<file path="src/include/irq_err_pkg.sv">
// Package with register map, field positions and carrier types of the irq and error block.
package irq_err_pkg;

	// ************************************************************
	// Register map and field positions
	// ************************************************************
	// Registers sit one per word, so a byte address is four times the register index.
	localparam logic [9:0]  IRQ0_FLAG_IDX        = 10'h006;
	localparam logic [9:0]  IRQ1_FLAG_IDX        = 10'h007;
	localparam logic [9:0]  IRQ_GROUP0_EN_IDX    = 10'h008;
	localparam logic [9:0]  IRQ_GROUP1_EN_IDX    = 10'h009;
	localparam logic [9:0]  ERR_FLAGS_IDX        = 10'h00A;
	localparam logic [9:0]  CMD_STATE_IDX        = 10'h00B;
	localparam logic [9:0]  RX_CONFIG_IDX        = 10'h00C;
	localparam logic [9:0]  COLL_POS_IDX         = 10'h00D;
	localparam logic [11:0] IRQ1_FLAG_OFFS       = {IRQ1_FLAG_IDX, 2'b00};
	localparam logic [11:0] IRQ_GROUP1_EN_OFFS   = {IRQ_GROUP1_EN_IDX, 2'b00};
	localparam logic [11:0] ERR_FLAGS_OFFS       = {ERR_FLAGS_IDX, 2'b00};
	localparam logic [11:0] IRQ_GROUP0_EN_OFFS   = {IRQ_GROUP0_EN_IDX, 2'b00};
	localparam logic [11:0] IRQ0_FLAG_OFFS       = {IRQ0_FLAG_IDX, 2'b00};
	localparam logic [11:0] RX_CONFIG_OFFS       = {RX_CONFIG_IDX, 2'b00};
	localparam logic [11:0] COLL_POS_OFFS        = {COLL_POS_IDX, 2'b00};
	localparam logic [11:0] CMD_STATE_OFFS       = {CMD_STATE_IDX, 2'b00};

	localparam int PIN_DRIVE_BIT   = 7;
	localparam int PIN_EN_BIT      = 6;
	localparam int CARD_DET_BIT    = 5;
	localparam int PIN_INV_BIT     = 7;
	localparam int ERR_NVM_BIT     = 7;
	localparam int ERR_FIFO_WR_BIT = 6;
	localparam int ERR_OVL_BIT     = 5;
	localparam int ERR_SHORT_BIT   = 4;
	localparam int ERR_NODATA_BIT  = 3;
	localparam int ERR_COLL_BIT    = 2;
	localparam int ERR_PROT_BIT    = 1;
	localparam int ERR_INTEG_BIT   = 0;
	localparam int COLL_AS_INTEG_BIT = 3;
	localparam int MULTI_RX_BIT      = 0;
	localparam int EMD_BIT           = 1;
	localparam int IRQ0_ERR_BIT      = 1;
	localparam int IRQ0_RX_BIT       = 2;

	localparam logic [7:0] EN_RESET    = 8'h00;
	localparam logic [7:0] FLAG_RESET  = 8'h00;
	localparam logic [2:0] MIN_BITS    = 3'h4;
	localparam logic [1:0] MIN_EMD_BYTES = 2'h3;

	// ************************************************************
	// Carrier types
	// ************************************************************
	typedef struct packed {
		logic       nvm_cmd_error;
		logic       fifo_write;
		logic       fifo_full;
		logic       crc_tx_window;
		logic       in_rx_phase;
		logic       auth_active;
		logic       cl_cmd_start;
		logic       multi_err_written;
		logic       rx_cmd_start;
		logic       transceive_wait_data;
		logic       tx_required;
		logic       fifo_empty;
		logic       frame_end;
		logic [2:0] frame_bits;
		logic [1:0] frame_bytes;
		logic       collision;
		logic       collision_in_eof;
		logic [6:0] collision_pos;
		logic       bad_stop_sof_count;
		logic       parity_crc_error;
		logic       byte_store_req;
	} rx_events_s;

	typedef struct packed {
		logic fifo_write_accept;
		logic byte_store_ok;
		logic receive_decoder_enable;
		logic receive_done_irq;
	} rx_actions_s;

	typedef struct packed {
		logic [7:0] irq0_en;
		logic [7:0] irq1_en;
		logic [7:0] irq0_flags;
		logic [7:0] irq1_flags;
		logic [7:0] err_flags;
		logic [7:0] rx_cfg;
		logic [7:0] coll_pos;
		logic       ovl_lock;
		logic [31:0] prdata;
	} state_s;

endpackage : irq_err_pkg

</file>
<file path="src/rtl/irq_err_ctrl.sv">
// Interrupt enable, error flag and interrupt pin logic with an APB register slave.
`timescale 1ns/1ps
// Summary of operation
// - Pin drive bit 7 high selects push-pull, low selects open drain.
// - Global request reaches the pin only while pin enable bit 6 is high.
// - Card detect flag feeds the global request only when bit 5 is high.
// - Each timer flag feeds the global request only when its enable bit is high.
// - Group one enable register at 09h, all eight bits read and write.
// - Set nvm error flag when the last nvm command failed.
// - Set fifo write error on writes during crc, receive phases or authentication.
// - Clear fifo write error on new command, or after flags written in multi mode.
// - Write to full fifo sets overflow; later writes are discarded.
// - Set short frame error when fewer than four bits follow a start of frame.
// - Short frames are dropped silently, decoder stays on, no receive interrupt.
// - Set no-data error when transmission is needed but fifo is empty.
// - Collision sets collision flag and records the first collision position.
// - Collision inside the end of frame symbol does not set the flag.
// - Wrong stop bit, start or byte count sets protocol error and stops reception.
// - On protocol error the last received byte is not stored.
// - Parity or crc mismatch sets integrity error and reception continues.
// - With collision-as-integrity set, a collision also sets integrity error.
// - Receive start, or transceive wait-for-data, clears four receive error flags.
// - Fifo write, overflow, protocol, no-data or integrity error sets error summary.
// - Any enabled flag becoming active sets the summary interrupt flag.
// - Pin inversion bit high inverts the interrupt pin polarity.
module irq_err_ctrl (
	input  wire logic                     pclk,
	input  wire logic                     presetn,
	input  wire logic                     psel,
	input  wire logic                     penable,
	input  wire logic                     pwrite,
	input  wire logic [11:0]              paddr,
	input  wire logic [31:0]              pwdata,
	input  wire logic [3:0]               pstrb,
	output logic      [31:0]              prdata,
	output logic                          pready,
	output logic                          pslverr,
	input  wire irq_err_pkg::rx_events_s  ev,
	input  wire logic [6:0]               irq0_sources,
	input  wire logic [5:0]               irq1_sources,
	output irq_err_pkg::rx_actions_s      act,
	output logic                          irq_pin_out,
	output logic                          irq_pin_oe
);

	// ************************************************************
	// State and bus decode
	// ************************************************************
	irq_err_pkg::state_s st_reg;
	irq_err_pkg::state_s st_next;

	logic       wr_acc;
	logic       rd_acc;
	logic       hit;
	logic       global_req;
	logic [7:0] err_set;
	logic       coll_counts;
	logic       short_frame;
	logic [7:0] wbyte;

	function automatic logic any_enabled(input logic [7:0] f, input logic [7:0] e,
		input logic [7:0] m);
		any_enabled = |(f & e & m);
	endfunction : any_enabled

	assign wr_acc = psel & penable & pwrite;
	// Read data is captured in the setup cycle, so it stands at the access edge with no wait state.
	assign rd_acc = psel & ~penable & ~pwrite;
	assign hit    = (paddr == irq_err_pkg::IRQ_GROUP1_EN_OFFS) ||
		(paddr == irq_err_pkg::IRQ_GROUP0_EN_OFFS) ||
		(paddr == irq_err_pkg::ERR_FLAGS_OFFS) ||
		(paddr == irq_err_pkg::IRQ0_FLAG_OFFS) ||
		(paddr == irq_err_pkg::IRQ1_FLAG_OFFS) ||
		(paddr == irq_err_pkg::RX_CONFIG_OFFS) ||
		(paddr == irq_err_pkg::COLL_POS_OFFS);
	assign pready  = 1'b1;
	assign pslverr = psel & penable & ~hit;
	assign prdata  = st_reg.prdata;
	assign wbyte   = pstrb[0] ? pwdata[7:0] : 8'h00;

	// ************************************************************
	// Interrupt combination and pin
	// ************************************************************
	// Flag bit 6 of group one is the summary itself, so it is masked out of its own term.
	assign global_req = any_enabled(st_reg.irq0_flags, st_reg.irq0_en, 8'h7F) |
		any_enabled(st_reg.irq1_flags, st_reg.irq1_en, 8'h3F);

	// Open drain only drives the low level; the high level is left to the pull-up.
	always_comb begin
		logic level;
		level = st_reg.irq1_flags[6] & st_reg.irq1_en[irq_err_pkg::PIN_EN_BIT];
		level = level ^ st_reg.irq0_en[irq_err_pkg::PIN_INV_BIT];
		irq_pin_out = level;
		if (st_reg.irq1_en[irq_err_pkg::PIN_DRIVE_BIT]) begin
			irq_pin_oe = 1'b1;
		end else begin
			irq_pin_oe = ~level;
		end
	end

	// ************************************************************
	// Receive side actions
	// ************************************************************
	assign short_frame = ev.frame_end & ((ev.frame_bits < irq_err_pkg::MIN_BITS) |
		(st_reg.rx_cfg[irq_err_pkg::EMD_BIT] & (ev.frame_bytes < irq_err_pkg::MIN_EMD_BYTES)));
	assign coll_counts = ev.collision & ~ev.collision_in_eof;

	always_comb begin
		act.fifo_write_accept      = ev.fifo_write & ~ev.fifo_full & ~st_reg.ovl_lock;
		act.byte_store_ok          = ev.byte_store_req & ~ev.bad_stop_sof_count;
		act.receive_decoder_enable = ~ev.bad_stop_sof_count;
		act.receive_done_irq       = ev.frame_end & ~short_frame & ~ev.bad_stop_sof_count;
	end

	// ************************************************************
	// Next state
	// ************************************************************
	always_comb begin
		st_next = st_reg;
		err_set = 8'h00;
		err_set[irq_err_pkg::ERR_NVM_BIT]     = ev.nvm_cmd_error;
		err_set[irq_err_pkg::ERR_FIFO_WR_BIT] = ev.fifo_write & (ev.crc_tx_window |
			ev.in_rx_phase | ev.auth_active);
		err_set[irq_err_pkg::ERR_OVL_BIT]     = ev.fifo_write & ev.fifo_full;
		err_set[irq_err_pkg::ERR_SHORT_BIT]   = short_frame;
		err_set[irq_err_pkg::ERR_NODATA_BIT]  = ev.tx_required & ev.fifo_empty;
		err_set[irq_err_pkg::ERR_COLL_BIT]    = coll_counts;
		err_set[irq_err_pkg::ERR_PROT_BIT]    = ev.bad_stop_sof_count;
		err_set[irq_err_pkg::ERR_INTEG_BIT]   = ev.parity_crc_error |
			(coll_counts & st_reg.rx_cfg[irq_err_pkg::COLL_AS_INTEG_BIT]);

		// Clears act first so that an error flag set in the same cycle wins.
		if (ev.cl_cmd_start | (st_reg.rx_cfg[irq_err_pkg::MULTI_RX_BIT] &
			ev.multi_err_written)) begin
			st_next.err_flags[irq_err_pkg::ERR_FIFO_WR_BIT] = 1'b0;
		end
		if (ev.cl_cmd_start) begin
			st_next.err_flags[irq_err_pkg::ERR_OVL_BIT] = 1'b0;
			st_next.err_flags[irq_err_pkg::ERR_NODATA_BIT] = 1'b0;
			st_next.ovl_lock = 1'b0;
		end
		if (ev.rx_cmd_start | ev.transceive_wait_data) begin
			st_next.err_flags[irq_err_pkg::ERR_SHORT_BIT] = 1'b0;
			st_next.err_flags[irq_err_pkg::ERR_COLL_BIT]  = 1'b0;
			st_next.err_flags[irq_err_pkg::ERR_PROT_BIT]  = 1'b0;
			st_next.err_flags[irq_err_pkg::ERR_INTEG_BIT] = 1'b0;
			st_next.coll_pos = 8'h00;
		end
		st_next.err_flags = st_next.err_flags | err_set;
		if (err_set[irq_err_pkg::ERR_OVL_BIT]) begin
			st_next.ovl_lock = 1'b1;
		end
		if (coll_counts & ~st_reg.coll_pos[7]) begin
			st_next.coll_pos = {1'b1, ev.collision_pos};
		end

		// Register writes; flag registers use bit 7 to choose set or clear.
		if (wr_acc & pstrb[0]) begin
			case (paddr)
				irq_err_pkg::IRQ_GROUP1_EN_OFFS: st_next.irq1_en = wbyte;
				irq_err_pkg::IRQ_GROUP0_EN_OFFS: st_next.irq0_en = wbyte;
				irq_err_pkg::RX_CONFIG_OFFS:     st_next.rx_cfg = wbyte;
				irq_err_pkg::IRQ0_FLAG_OFFS: begin
					st_next.irq0_flags[6:0] = wbyte[7] ? (st_reg.irq0_flags[6:0] | wbyte[6:0]) :
						(st_reg.irq0_flags[6:0] & ~wbyte[6:0]);
				end
				irq_err_pkg::IRQ1_FLAG_OFFS: begin
					st_next.irq1_flags[5:0] = wbyte[7] ? (st_reg.irq1_flags[5:0] | wbyte[5:0]) :
						(st_reg.irq1_flags[5:0] & ~wbyte[5:0]);
				end
				default: st_next.rx_cfg = st_next.rx_cfg;
			endcase
		end
		// Hardware sources set after the software clear, so events are never lost.
		st_next.irq0_flags[6:0] = st_next.irq0_flags[6:0] | irq0_sources;
		st_next.irq0_flags[irq_err_pkg::IRQ0_RX_BIT] = st_next.irq0_flags[irq_err_pkg::IRQ0_RX_BIT] |
			act.receive_done_irq;
		st_next.irq0_flags[irq_err_pkg::IRQ0_ERR_BIT] = st_next.irq0_flags[irq_err_pkg::IRQ0_ERR_BIT] |
			(|(err_set & 8'h6B));
		st_next.irq1_flags[5:0] = st_next.irq1_flags[5:0] | irq1_sources;
		// The summary follows the enabled flags one cycle later and drops when they are gone.
		st_next.irq1_flags[6] = global_req;
		st_next.irq1_flags[7] = 1'b0;
		st_next.irq0_flags[7] = 1'b0;

		st_next.prdata = 32'h0000_0000;
		if (rd_acc) begin
			case (paddr)
				irq_err_pkg::IRQ_GROUP1_EN_OFFS: st_next.prdata = {24'h000000, st_reg.irq1_en};
				irq_err_pkg::IRQ_GROUP0_EN_OFFS: st_next.prdata = {24'h000000, st_reg.irq0_en};
				irq_err_pkg::ERR_FLAGS_OFFS:     st_next.prdata = {24'h000000, st_reg.err_flags};
				irq_err_pkg::IRQ0_FLAG_OFFS:     st_next.prdata = {24'h000000, st_reg.irq0_flags};
				irq_err_pkg::IRQ1_FLAG_OFFS:     st_next.prdata = {24'h000000, st_reg.irq1_flags};
				irq_err_pkg::RX_CONFIG_OFFS:     st_next.prdata = {24'h000000, st_reg.rx_cfg};
				irq_err_pkg::COLL_POS_OFFS:      st_next.prdata = {24'h000000, st_reg.coll_pos};
				default:                         st_next.prdata = 32'h0000_0000;
			endcase
		end
	end

	always_ff @(posedge pclk or negedge presetn) begin
		if (!presetn) begin
			st_reg <= '0;
		end else begin
			st_reg <= st_next;
		end
	end
endmodule : irq_err_ctrl

</file>
<file path="config.mk">
export PLATFORM = sky130hd
export DESIGN_NAME = irq_err_ctrl
export DESIGN_NICKNAME = d
export VERILOG_FILES = /design/src/include/irq_err_pkg.sv /design/src/rtl/irq_err_ctrl.sv
export SDC_FILE = /design/constraint.sdc
export NUM_CORES = 1
export LEC_CHECK = 0
export BUFFER_PORTS_ARGS = -buffer_cell sky130_fd_sc_hd__buf_2
export CAP_MARGIN = 30
export CELL_PAD_IN_SITES_DETAIL_PLACEMENT = 0
export CELL_PAD_IN_SITES_GLOBAL_PLACEMENT = 1
export CORE_MARGIN = 2
export CORE_UTILIZATION = 30
export DETAILED_ROUTE_END_ITERATION = 8
export PLACE_DENSITY = 0.72
export SLEW_MARGIN = 20
export SYNTH_ARGS = -nofsm -noshare
export SYNTH_HDL_FRONTEND = slang
export SYNTH_SLANG_ARGS = --single-unit
</file>
<file path="constraint.sdc">
create_clock -name pclk -period 1.3 [get_ports pclk]
set_input_delay 0.065 -clock pclk [delete_from_list [all_inputs] [get_ports pclk]]
set_output_delay 0.065 -clock pclk [all_outputs]
set_load 0.1 [all_outputs]
</file>
* Word level (Yosys, flattened, before mapping)
Cells that the tools add are included.
Storage, ports and cells: word-level logic and storage cells 103, input bits 96, register bits 87
Cells by class: eq/ne operators 7, bitwise logic cells 52, mux-type cells 19, order comparisons 2, reduce and logical (&&, ||, !) cells 14
Operators by type and width (count):
- $eq 12x6->1 const B | 5
- $pmux 8 s7 | 1
- $mux 8 | 4
- $eq 12x5->1 const B | 2
- $and 1x1->1 | 21
- $mux 7 | 3
- $mux 6 | 3
- $and 7x7->7 | 2
- $or 7x7->7 | 2
- $and 6x6->6 | 2
- $or 6x6->6 | 2
- $not 1->1 | 10
- $or 1x1->1 | 9
- $or 8x8->8 | 1
- $mux 1 | 7
- $not 7->7 | 1
- $reduce_or 7->1 | 1
- $logic_or 1x1->1 | 6
- $not 6->6 | 1
- $reduce_and 2->1 | 3
- $reduce_or 6->1 | 1
- $reduce_or 5->1 | 1
- $reduce_bool 2->1 | 2
- $lt 3x3->1 const B | 1
- other kinds (3) | 3

* Longest topological paths before layout
Gate-level depths: netlist of run 1.
depth in word-level cells 9, gate-level depth with buffers 7, mapped depth without buffers 4

* Worst setup path before layout of run 1
Ideal clock, no wire load.
path type flip-flop to flip-flop, start point reg st_reg[42] in the netlist's numbering, end point reg st_reg[67] in the netlist's numbering, required time 1.236 ns, setup slack -4.371 ns, stages on the path, launching flop included 4, buffers on the path 0, clock period less this slack 5.671 ns, arrival time 5.607 ns, cells stage by stage dfrtp_1 > a2111oi_0 > a311o_1 > a21o_1
RTL lines:
- start: declaration | line irq_err_ctrl.sv:49 | irq_err_pkg::state_s st_reg;
- start signal: assignment | line irq_err_ctrl.sv:205 | st_reg <= st_next;

* Final worst setup path of run 1
start point in paddr[8], end point reg st_reg[48] in the netlist's numbering
On the way: longest elaborated chain between the ends 2
RTL lines:
- start: declaration | line irq_err_ctrl.sv:32 | input wire logic [11:0] paddr,
- $eq 12x6->1 | line irq_err_ctrl.sv:159 | case (paddr)
- $reduce_and 2->1 (no source line)
No other way between the ends. A chain may end at the register's enable or synchronous reset.

==> impl_metrics.toml, run 1 <==
[status]
status = "complete, but fails checks"
violations = "setup timing"

[worst_setup_path]
slowest_stage = "or4_4"
crit_required_ns = 1.51
crit_type = "input pin to flop"
crit_top_cell = "buf_4"
crit_fanout = 8
max_stage_delay_ns = 0.56
cp_data_arrival_time_ns = 1.72
crit_family = "simple AND/OR/NAND/NOR gates"
crit_path_start_kind = "input pin"
path_buf_inv = 3
path_cells = "buf_6, or4_4, buf_4, nor3_2, buf_4, and2_4, mux2_4"
end_kind = "flop"

[yosys]
ys.flop_type = "dfrtp_1"
synth-edff-count = 0
ys_types = 49
syn_area_per_cell_um2 = 10.7
syn_area_mm2 = 0.00341
synth_area_leaders = "dfrtp_1 46%, mux2_2 9.6%, buf_4 7.9%, nand2_1 4.0%, a311o_1 3.8%"
syn_inst = 320
seq_area_frac_synth_pct = 46.2
yosys.area.top_type = "dfrtp_1"
yosys_register_bits = 63
synth_top_area_share_pct = 46.2
yosysWarnings = 0
synthArstFlopShare_pct = 100

[global_route]
grt_usage_pct = 17.0
grt_pass1_vias = 3132
grt_antenna_before_repair = 0
grt_first_pass_wirelength_um = 16400
grt_overflow = 0
grt_start_max_net_pins = 64

[layout]
fin_cells = 606
syn_to_final_growth_pct = 50.1
largest_reg_flops = 55
n_antenna_cell = 0
drive_gt1_share_pct = 45.7
post-route-util_pct = 46.7
fin_area_mm2 = 0.00512
fin_nets = 557

[sta]
fin_ws_ns = -0.204
drv_slew = 0
fin_hold_ws_ns = 0.00473
fmax_mhz = 665
rsz0062_at_grt = "true"
fin_crit_ns = 1.50
setup_violations = 42
skew_ns = 0.00480
hold_viol = 0
setup_tns_ns = -6.44
period_share_pct = 116

[flow_run]
cap_violations = 0

[drt]
drt_drc_violations_left = 0
wire_per_inst_um = 16.5
num_vias = 2982
wl_um = 10000
dr.pass1.iters = 4
drt_iter0_drc = 178
vias_per_cell = 4.92
ant_nets = 0

[power_and_ir_drop]
power_density_mw_per_mm2 = 1040
ir_worst_vdd_uv = 553
p_total_mw = 5.32
p_leak_nw = 2.41

[placement]
detailed_place_hpwl_um = 7360
postPlaceCellArea_mm2 = 0.00436
port_buffers = 81
dp_slack_ns = -0.507
place_congestion = 0.850
dpl.cell_count = 560

[clock_tree]
clk_pin_slew_ns = 0.05
ctsLongestPathBuffers = 2
cts_sinks = 63
cts_buffers = 9
cts_root_buffer = "clkbuf_16"
clk_latency_ns = 0.33
htreeDepth = 3
cts_tree = "yes"

[die]
dieArea_mm2 = 0.0123
die_width_um = 111
pin_count = 136
fp.dieH_um = 111
start_util_pct = 31.1
rows = 38
coreArea_mm2 = 0.0110

[worst_hold_path]
hold_class = "input pin to flop"
==> final timing paths <==
path / cells past startpoint / slack [ns] / from / endpoint
min reg2reg: 1 / 0.47 / st_reg[56]$_DFF_PN0_ / st_reg[56]$_DFF_PN0_
max reg2reg: 4 / 0.04 / st_reg[79]$_DFFE_PN0P_ / prdata[6]$_DFF_PN0_
min in group asynchronous: 3 / 0.29 / presetn / st_reg[48]$_DFFE_PN0P_
min: 3 / 0.005 / ev[28] / st_reg[32]$_DFFE_PN0P_
max in group asynchronous: 3 / 0.73 / presetn / st_reg[88]$_DFFE_PN0P_
max: 7 / -0.20 / paddr[8] / st_reg[48]$_DFFE_PN0P_
==> cells in the mapped netlist, types with 2 or more instances <==
| cell | instances |
|---|---|
| a21boi_1 | 6 |
| a21o_1 | 3 |
| a21oi_1 | 7 |
| a221oi_1 | 2 |
| a222oi_1 | 2 |
| a22o_1 | 7 |
| a22oi_1 | 9 |
| a311o_1 | 13 |
| a31oi_1 | 10 |
| a32oi_1 | 2 |
| and2_1 | 5 |
| and3_1 | 3 |
| buf_2 | 2 |
| buf_4 | 36 |
| clkbuf_1 | 9 |
| conb_1 | 2 |
| dfrtp_1 | 63 |
| inv_1 | 12 |
| mux2_2 | 29 |
| mux2i_1 | 3 |
| nand2_1 | 36 |
| nand3_1 | 5 |
| nand3b_1 | 3 |
| nand4_1 | 3 |
| nor2_1 | 4 |
| nor2b_1 | 6 |
| nor3b_1 | 2 |
| o21ai_0 | 14 |
| or2_2 | 2 |
==> worst min-delay path, delay by kind of cell <==
kind                   cells  cell delay [ns]
AND/OR/NAND/NOR            1             0.06
AO/OA/AOI/OAI              1             0.06
buffers and inverters      1             0.11
==> cells by family after synthesis <==
kind of cell              after synthesis  share of synthesized area (%)
AOI/OAI and AO/OA                      80                           17.4
xor gates and xnor gates                1                          0.257
buffers and inverters                  61                           11.0
DFF                                    63                           46.2
muxes                                  34                           11.9
other                                   2                          0.220
and+or+nand+nor                        79                           13.2
==> cells in the final DEF (no fill, tap or decap), types with 2 or more instances in the layout <==
cell	n
mux2_2	13
buf_2	73
a31oi_4	4
a21oi_4	3
a222oi_1	2
clkbuf_16	9
clkinv_2	3
buf_12	9
nor2b_1	5
a22o_1	7
a21boi_2	6
a32oi_1	2
a22oi_1	9
nand3b_1	3
dlygate4sd3_1	25
a21oi_1	2
dfrtp_1	62
mux2_4	16
or4b_4	2
and2_1	2
inv_1	12
o21ai_0	14
or2_2	2
and2_4	3
clkbuf_1	2
mux2i_1	3
and3_1	2
buf_4	40
nor4_4	2
a311o_1	13
nor2_1	4
nand3_1	5
nand4_1	3
a21oi_2	2
conb_1	25
nand2_1	35
a31oi_1	6
a21o_1	3
buf_6	8
==> layout make-up <==
| type | count | area [µm²] |
|---|---|---|
| fill | 1029 | 5860 |
| tap | 140 | 175 |
| clock inverter | 4 | 45.0 |
| clock buffer | 12 | 246 |
| timing repair buffer | 156 | 1200 |
| sequential | 63 | 1580 |
| multi-input combinational | 219 | 1830 |
| inverter | 12 | 45.0 |
==> power by group <==
group / switching, mW / internal [mW] / total (mW)
Combinational: 0.627 / 0.293 / 0.920
Sequential: 0.0290 / 2.00 / 2.03
Clock: 0.847 / 1.53 / 2.37
Total: 1.50 / 3.82 / 5.32
==> metal layers <==
layer	vias to the layer above	global-route usage, %	share of wire [%]
met2	108	27.7	49
met5	-	0	0
met4	0	6.50	1.4
met3	14	3.23	5.8
li1	1395	-	-
met1	1465	22.4	44
==> what timing repair did <==
item                       4_1_cts  5_1_grt
setup endpoints to repair       48       50
pin swaps                        9        4
hold endpoints to repair        87        0
hold buffers                    25        0
resized for setup               29       13
buffers inserted                 5        1
Power figures use the tool's default switching activity.
==> run 2: changes to the inputs <==
--- a/config.mk
+++ b/config.mk
@@ -14,2 +14,3 @@
 export DETAILED_ROUTE_END_ITERATION = 8
+export GPL_ROUTABILITY_DRIVEN = 0
 export PLACE_DENSITY = 0.72
==> constraint.sdc (replaced) <==
create_clock -name pclk -period 1.3 [get_ports pclk]
set_input_delay 0.26 -clock pclk [delete_from_list [all_inputs] [get_ports pclk]]
set_output_delay 0.26 -clock pclk [all_outputs]
set_load 0.1 [all_outputs]
==> run 2 against run 1 <==
  * The flow still finishes with violations (setup timing)
  * Final area is 1.1% lower
  * Worst hold slack improved by 0.12 ns
  * Utilization shrank 0.52 points
  * Global-route usage rose by 0.27 points
  * Routed wire length is 1.8% higher
  * Via count decreased by 2.3%
  * Clock-buffer cell count fell by 3
  * Clock skew is essentially flat
  * Cell count is 3.0% lower
  * Non-clock buffer count decreased by 18
  * Fmax is 15% lower
  * Combinational power is 2.7% lower
  * Critical endpoint is now pslverr
  * Highest routed layer unchanged
==> impl_metrics.toml, run 2 (synthesis results as in run 1) <==
[status]
status = "complete, but fails checks"
violations = "setup timing"

[worst_setup_path]
crit_fanout = 2
crit_path_start_kind = "input pin"
cp_data_arrival_time_ns = 1.51
crit_top_cell = "buf_6"
end_kind = "output pin"
reg2reg_from = "st_reg[41]$_DFFE_PN0P_"
slowest_stage = "or4_4"
reg2reg_to = "prdata[0]$_DFF_PN0_"
path_cells = "buf_6, or4_4, buf_6, nor4_4, a21oi_4, buf_12"
crit_required_ns = 1.04
crit_type = "input pin to output pin"
reg2reg_slack_ns = 0.03
crit_family = "simple AND/OR/NAND/NOR gates"
max_stage_delay_ns = 0.54
rr_worst_depth = 3
path_buf_inv = 3

[drt]
drt_iter0_drc = 156
wl_um = 10200
vias_per_cell = 4.95
wire_per_inst_um = 17.4
ant_nets = 0
num_vias = 2913
drt_drc_violations_left = 0
dr.pass1.iters = 5

[sta]
skew_ns = 0.00506
drv_slew = 0
rsz0062_at_grt = "true"
hold_viol = 0
setup_violations = 50
fin_crit_ns = 1.77
fin_ws_ns = -0.474
period_share_pct = 136
fmax_mhz = 564

[clock_tree]
cts_tree = "yes"
htreeDepth = 3
cts_root_buffer = "clkbuf_16"
clk_latency_ns = 0.33
cts_sinks = 63
ctsLongestPathBuffers = 2
cts_buffers = 9
clk_pin_slew_ns = 0.05

[global_route]
grt_first_pass_wirelength_um = 16500
grt_overflow = 0
grt_usage_pct = 17.2
grt_pass1_vias = 3091
grt_antenna_before_repair = 0
grt_start_max_net_pins = 57

[worst_hold_path]
min_to = "st_reg[56]$_DFF_PN0_"
hold_class = "input pin to flop"
hold_path_depth = 2
hp-start = "ev[29]"

[die]
fp.dieH_um = 111
start_util_pct = 31.1
pin_count = 136
dieArea_mm2 = 0.0123
coreArea_mm2 = 0.0110
die_width_um = 111
rows = 38

[layout]
largest_reg_flops = 55
syn_to_final_growth_pct = 48.4
seq_area_mm2 = 0.00158
n_antenna_cell = 0
drive_gt1_share_pct = 48.0
final_cell_mix = "65 x buf_2, 62 x dfrtp_1, 47 x buf_4"
layout_commonest_cell = "buf_2"
fillers = 1035
multiInputGateArea_mm2 = 0.00182
fin_nets = 539

[placement]
dp_slack_ns = -0.719
detailed_place_hpwl_um = 7600
port_buffers = 81

[power_and_ir_drop]
p_total_mw = 5.50
p_leak_nw = 2.38
power_density_mw_per_mm2 = 1090
ir_worst_vdd_uv = 645

[flow_run]
cap_violations = 0
-- run 2: cell count changes in the layout (fill, tap and decap cells not counted), moves of 2 or more --
cell	previous run	this run
buf_2	73	65
a21boi_2	6	0
clkbuf_1	2	0
dlygate4sd3_1	25	1
a21boi_1	0	6
clkinv_4	0	2
buf_12	9	18
buf_4	40	47
clkinv_2	3	1
clkinvlp_4	0	2
-- run 2: power breakdown --
group | switching [mW] | internal, mW | leakage [nW]
clock | 0.906 | 1.68 | 0.152
combinational | 0.629 | 0.266 | 1.44
sequential | 0.0276 | 2.00 | 0.785
total | 1.56 | 3.94 | 2.38
-- run 2: timing repair --
action                                  4_1_cts  5_1_grt
endpoints found under the setup margin       50       51
hold buffers                                  1        0
hold endpoints to repair                      7        0
buffers inserted                              4        3
pin swaps                                    11        6
gates resized for setup                      30        1
gates cloned                                  0        0
-- run 2: how the worst max path moves through the flow --
stage	start	slack (ns)	endpoint	cells after the start
finish	paddr[8]	-0.47	pslverr	6
global route	paddr[8]	-0.51	pslverr	6
CTS	paddr[8]	-0.48	pslverr	6
detailed placement	paddr[1]	-0.72	st_reg[68]$_DFF_PN0_	7
global placement	paddr[1]	-0.69	st_reg[65]$_DFF_PN0_	7
floorplan	st_reg[42]$_DFFE_PN0P_	-0.66	st_reg[67]$_DFF_PN0_	3
-- run 2: final cells by class --
cell class | count | area share, %
flip-flops and latches | 63 | 31.1
inverters | 12 | 0.889
clock inverters | 7 | 1.93
multi-input cells | 219 | 35.9
well taps | 140 | 3.46
repair buffers | 138 | 22.2
clock buffers | 9 | 4.44
-- run 2: stage by stage --
stage	hold WS (ns)	util, %	std cells	setup TNS (ns)	instance area (µm²)
after CTS	0.116	46.0	587	-18.41	5060
after global placement	0.126	41.4	566	-30.43	4550
after detailed placement	0.122	41.4	566	-31.50	4550
after global routing	0.123	46.1	588	-20.14	5070
after floorplan	-0.0356	-	343	-22.15	3680
final	0.124	46.1	588	-17.81	5070
-- run 2: per-layer routing --
layer	track usage (%)	vias up	wire [µm]
li1	-	1363	-
met1	22.4	1417	4370
met2	29.1	122	5070
met3	3.72	11	668
met4	4.83	0	98
met5	0	-	0
==> run 3: changes to the inputs <==
CTS_BUF_LIST = sky130_fd_sc_hd__clkbuf_2   (was not set)
==> run 3 against run 2 <==
  * The flow still finishes with violations (setup timing)
  * Clock-buffer cell count stayed put
  * Total power is 20% lower
  * Final area is 2.8% higher
  * Combinational power up 7.4%
  * Global-route usage increased by 0.22 points
  * Worst hold slack got worse by 0.078 ns
  * Fmax decreased by 3.8%
  * Sequential cell count did not move
  * Via count rose by 3.1%
  * First-iteration DRC count is 8.3% lower
  * Critical path type is now flop to output pin
  * Largest cell class unchanged
==> impl_metrics.toml, run 3 (synthesis results as in run 1) <==
[clock_tree]
clk_latency_ns = 0.52
cts_root_buffer = "clkbuf_2"
cts_sinks = 63
clk_pin_slew_ns = 0.18
cts_buffers = 9
htreeDepth = 3
cts_tree = "yes"
ctsLongestPathBuffers = 2

[layout]
multiInputGateArea_mm2 = 0.00183
largest_reg_flops = 55
fin_nets = 569
final_cell_mix = "65 x buf_2, 62 x dfrtp_1, 46 x buf_4"
seq_area_mm2 = 0.00158
fillers = 1038
fin_area_mm2 = 0.00521
fin_cells = 618
syn_to_final_growth_pct = 52.5
n_antenna_cell = 0
drive_gt1_share_pct = 47.1
layout_commonest_cell = "buf_2"

[sta]
hold_viol = 0
fin_ws_ns = -0.544
rsz0062_at_grt = "true"
setup_violations = 58
period_share_pct = 142
skew_ns = 0.0298
drv_slew = 0
fmax_mhz = 542
fin_crit_ns = 1.84

[worst_hold_path]
hold_class = "input pin to flop"

[drt]
dr.pass1.iters = 5
drt_iter0_drc = 143
num_vias = 3004
wl_um = 10400
vias_per_cell = 4.86
drt_drc_violations_left = 0
wire_per_inst_um = 16.8
ant_nets = 0

[global_route]
grt_usage_pct = 17.5
grt_pass1_vias = 3151
grt_start_max_net_pins = 57
grt_first_pass_wirelength_um = 16700
grt_overflow = 0
grt_antenna_before_repair = 0

[die]
fp.dieH_um = 111
rows = 38
pin_count = 136
start_util_pct = 31.1
coreArea_mm2 = 0.0110
dieArea_mm2 = 0.0123
die_width_um = 111

[power_and_ir_drop]
p_leak_nw = 2.44
power_density_mw_per_mm2 = 847
ir_worst_vdd_uv = 487

[worst_setup_path]
crit_fanout = 2
crit_type = "flop to output pin"
end_kind = "output pin"
crit_required_ns = 1.04
cp_data_arrival_time_ns = 1.58
crit_path_start_kind = "flop"

[placement]
detailed_place_hpwl_um = 7600
port_buffers = 81
postPlaceCellArea_mm2 = 0.00455
dpl.cell_count = 566

[flow_run]
cap_violations = 0

[status]
status = "complete, but fails checks"
violations = "setup timing"
==> run 3: cell count changes in the layout (fill, tap and decap cells not counted), sizes merged <==
| cell | delta |
|---|---|
| dlygate4sd3 | +25 |
| buf | +5 |
==> run 3: routing by layer <==
metal	vias up	part of all wire [%]	wire [µm]	GRT usage (%)
li1	1419	-	-	-
met1	1457	43	4430	22.5
met2	118	50	5230	29.5
met3	10	5.7	596	3.99
met4	0	1.1	113	4.75
met5	-	0	0	0
==> run 3: layout make-up <==
type | count | area share [%]
Inverter | 12 | 0.865
Clock buffer | 9 | 0.865
Tap cell | 140 | 3.36
Sequential cell | 63 | 30.3
Timing Repair Buffer | 168 | 27.6
Clock inverter | 7 | 1.87
Multi-Input combinational cell | 219 | 35.1
==> run 3: worst max-delay path, cell delays in order (launching register included) <==
cell       delay [ns]
dfrtp_1          0.46
a2111oi_4        0.40
buf_12           0.23
==> run 3: final timing paths <==
kind                                        startpoint              endpoint  slack, ns  cells past startpoint
worst max register to register    st_reg[68]$_DFF_PN0_   prdata[3]$_DFF_PN0_       0.03                      3
worst min register to register    st_reg[56]$_DFF_PN0_  st_reg[56]$_DFF_PN0_       0.50                      1
worst min-delay path                   irq0_sources[2]  st_reg[67]$_DFF_PN0_       0.05                      3
min in group asynchronous                      presetn   prdata[4]$_DFF_PN0_       0.09                      2
max in group asynchronous                      presetn   prdata[3]$_DFF_PN0_       0.63                      3
worst max-delay path            st_reg[42]$_DFFE_PN0P_                act[0]      -0.54                      2
==> run 3: repair_timing <==
action	4_1_cts	5_1_grt
buffers inserted	6	6
pin swaps	8	2
endpoints found under the hold margin	86	0
hold buffers	26	0
setup endpoints to repair	58	59
resized for setup	33	7
==> run 3: report_power, final <==
group | internal [mW] | switching [mW] | leakage, nW | total (mW)
sequential | 2.00 | 0.0273 | 0.785 | 2.02
combinational | 0.321 | 0.640 | 1.58 | 0.961
clock | 0.637 | 0.787 | 0.0781 | 1.42
==> run 3: per-stage QoR <==
stage	setup WS [ns]	TNS, ns	hold WS [ns]	total power [mW]	util, %
finish	-0.544	-14.77	0.0464	4.41	47.4
detailed placement	-0.719	-31.50	0.122	2.94	41.4
global route	-0.641	-15.92	0.0112	4.60	47.4
global placement	-0.691	-30.43	0.126	2.93	41.4
CTS	-0.577	-8.80	0.00452	4.46	46.8
floorplan	-0.659	-22.15	-0.0356	2.64	-
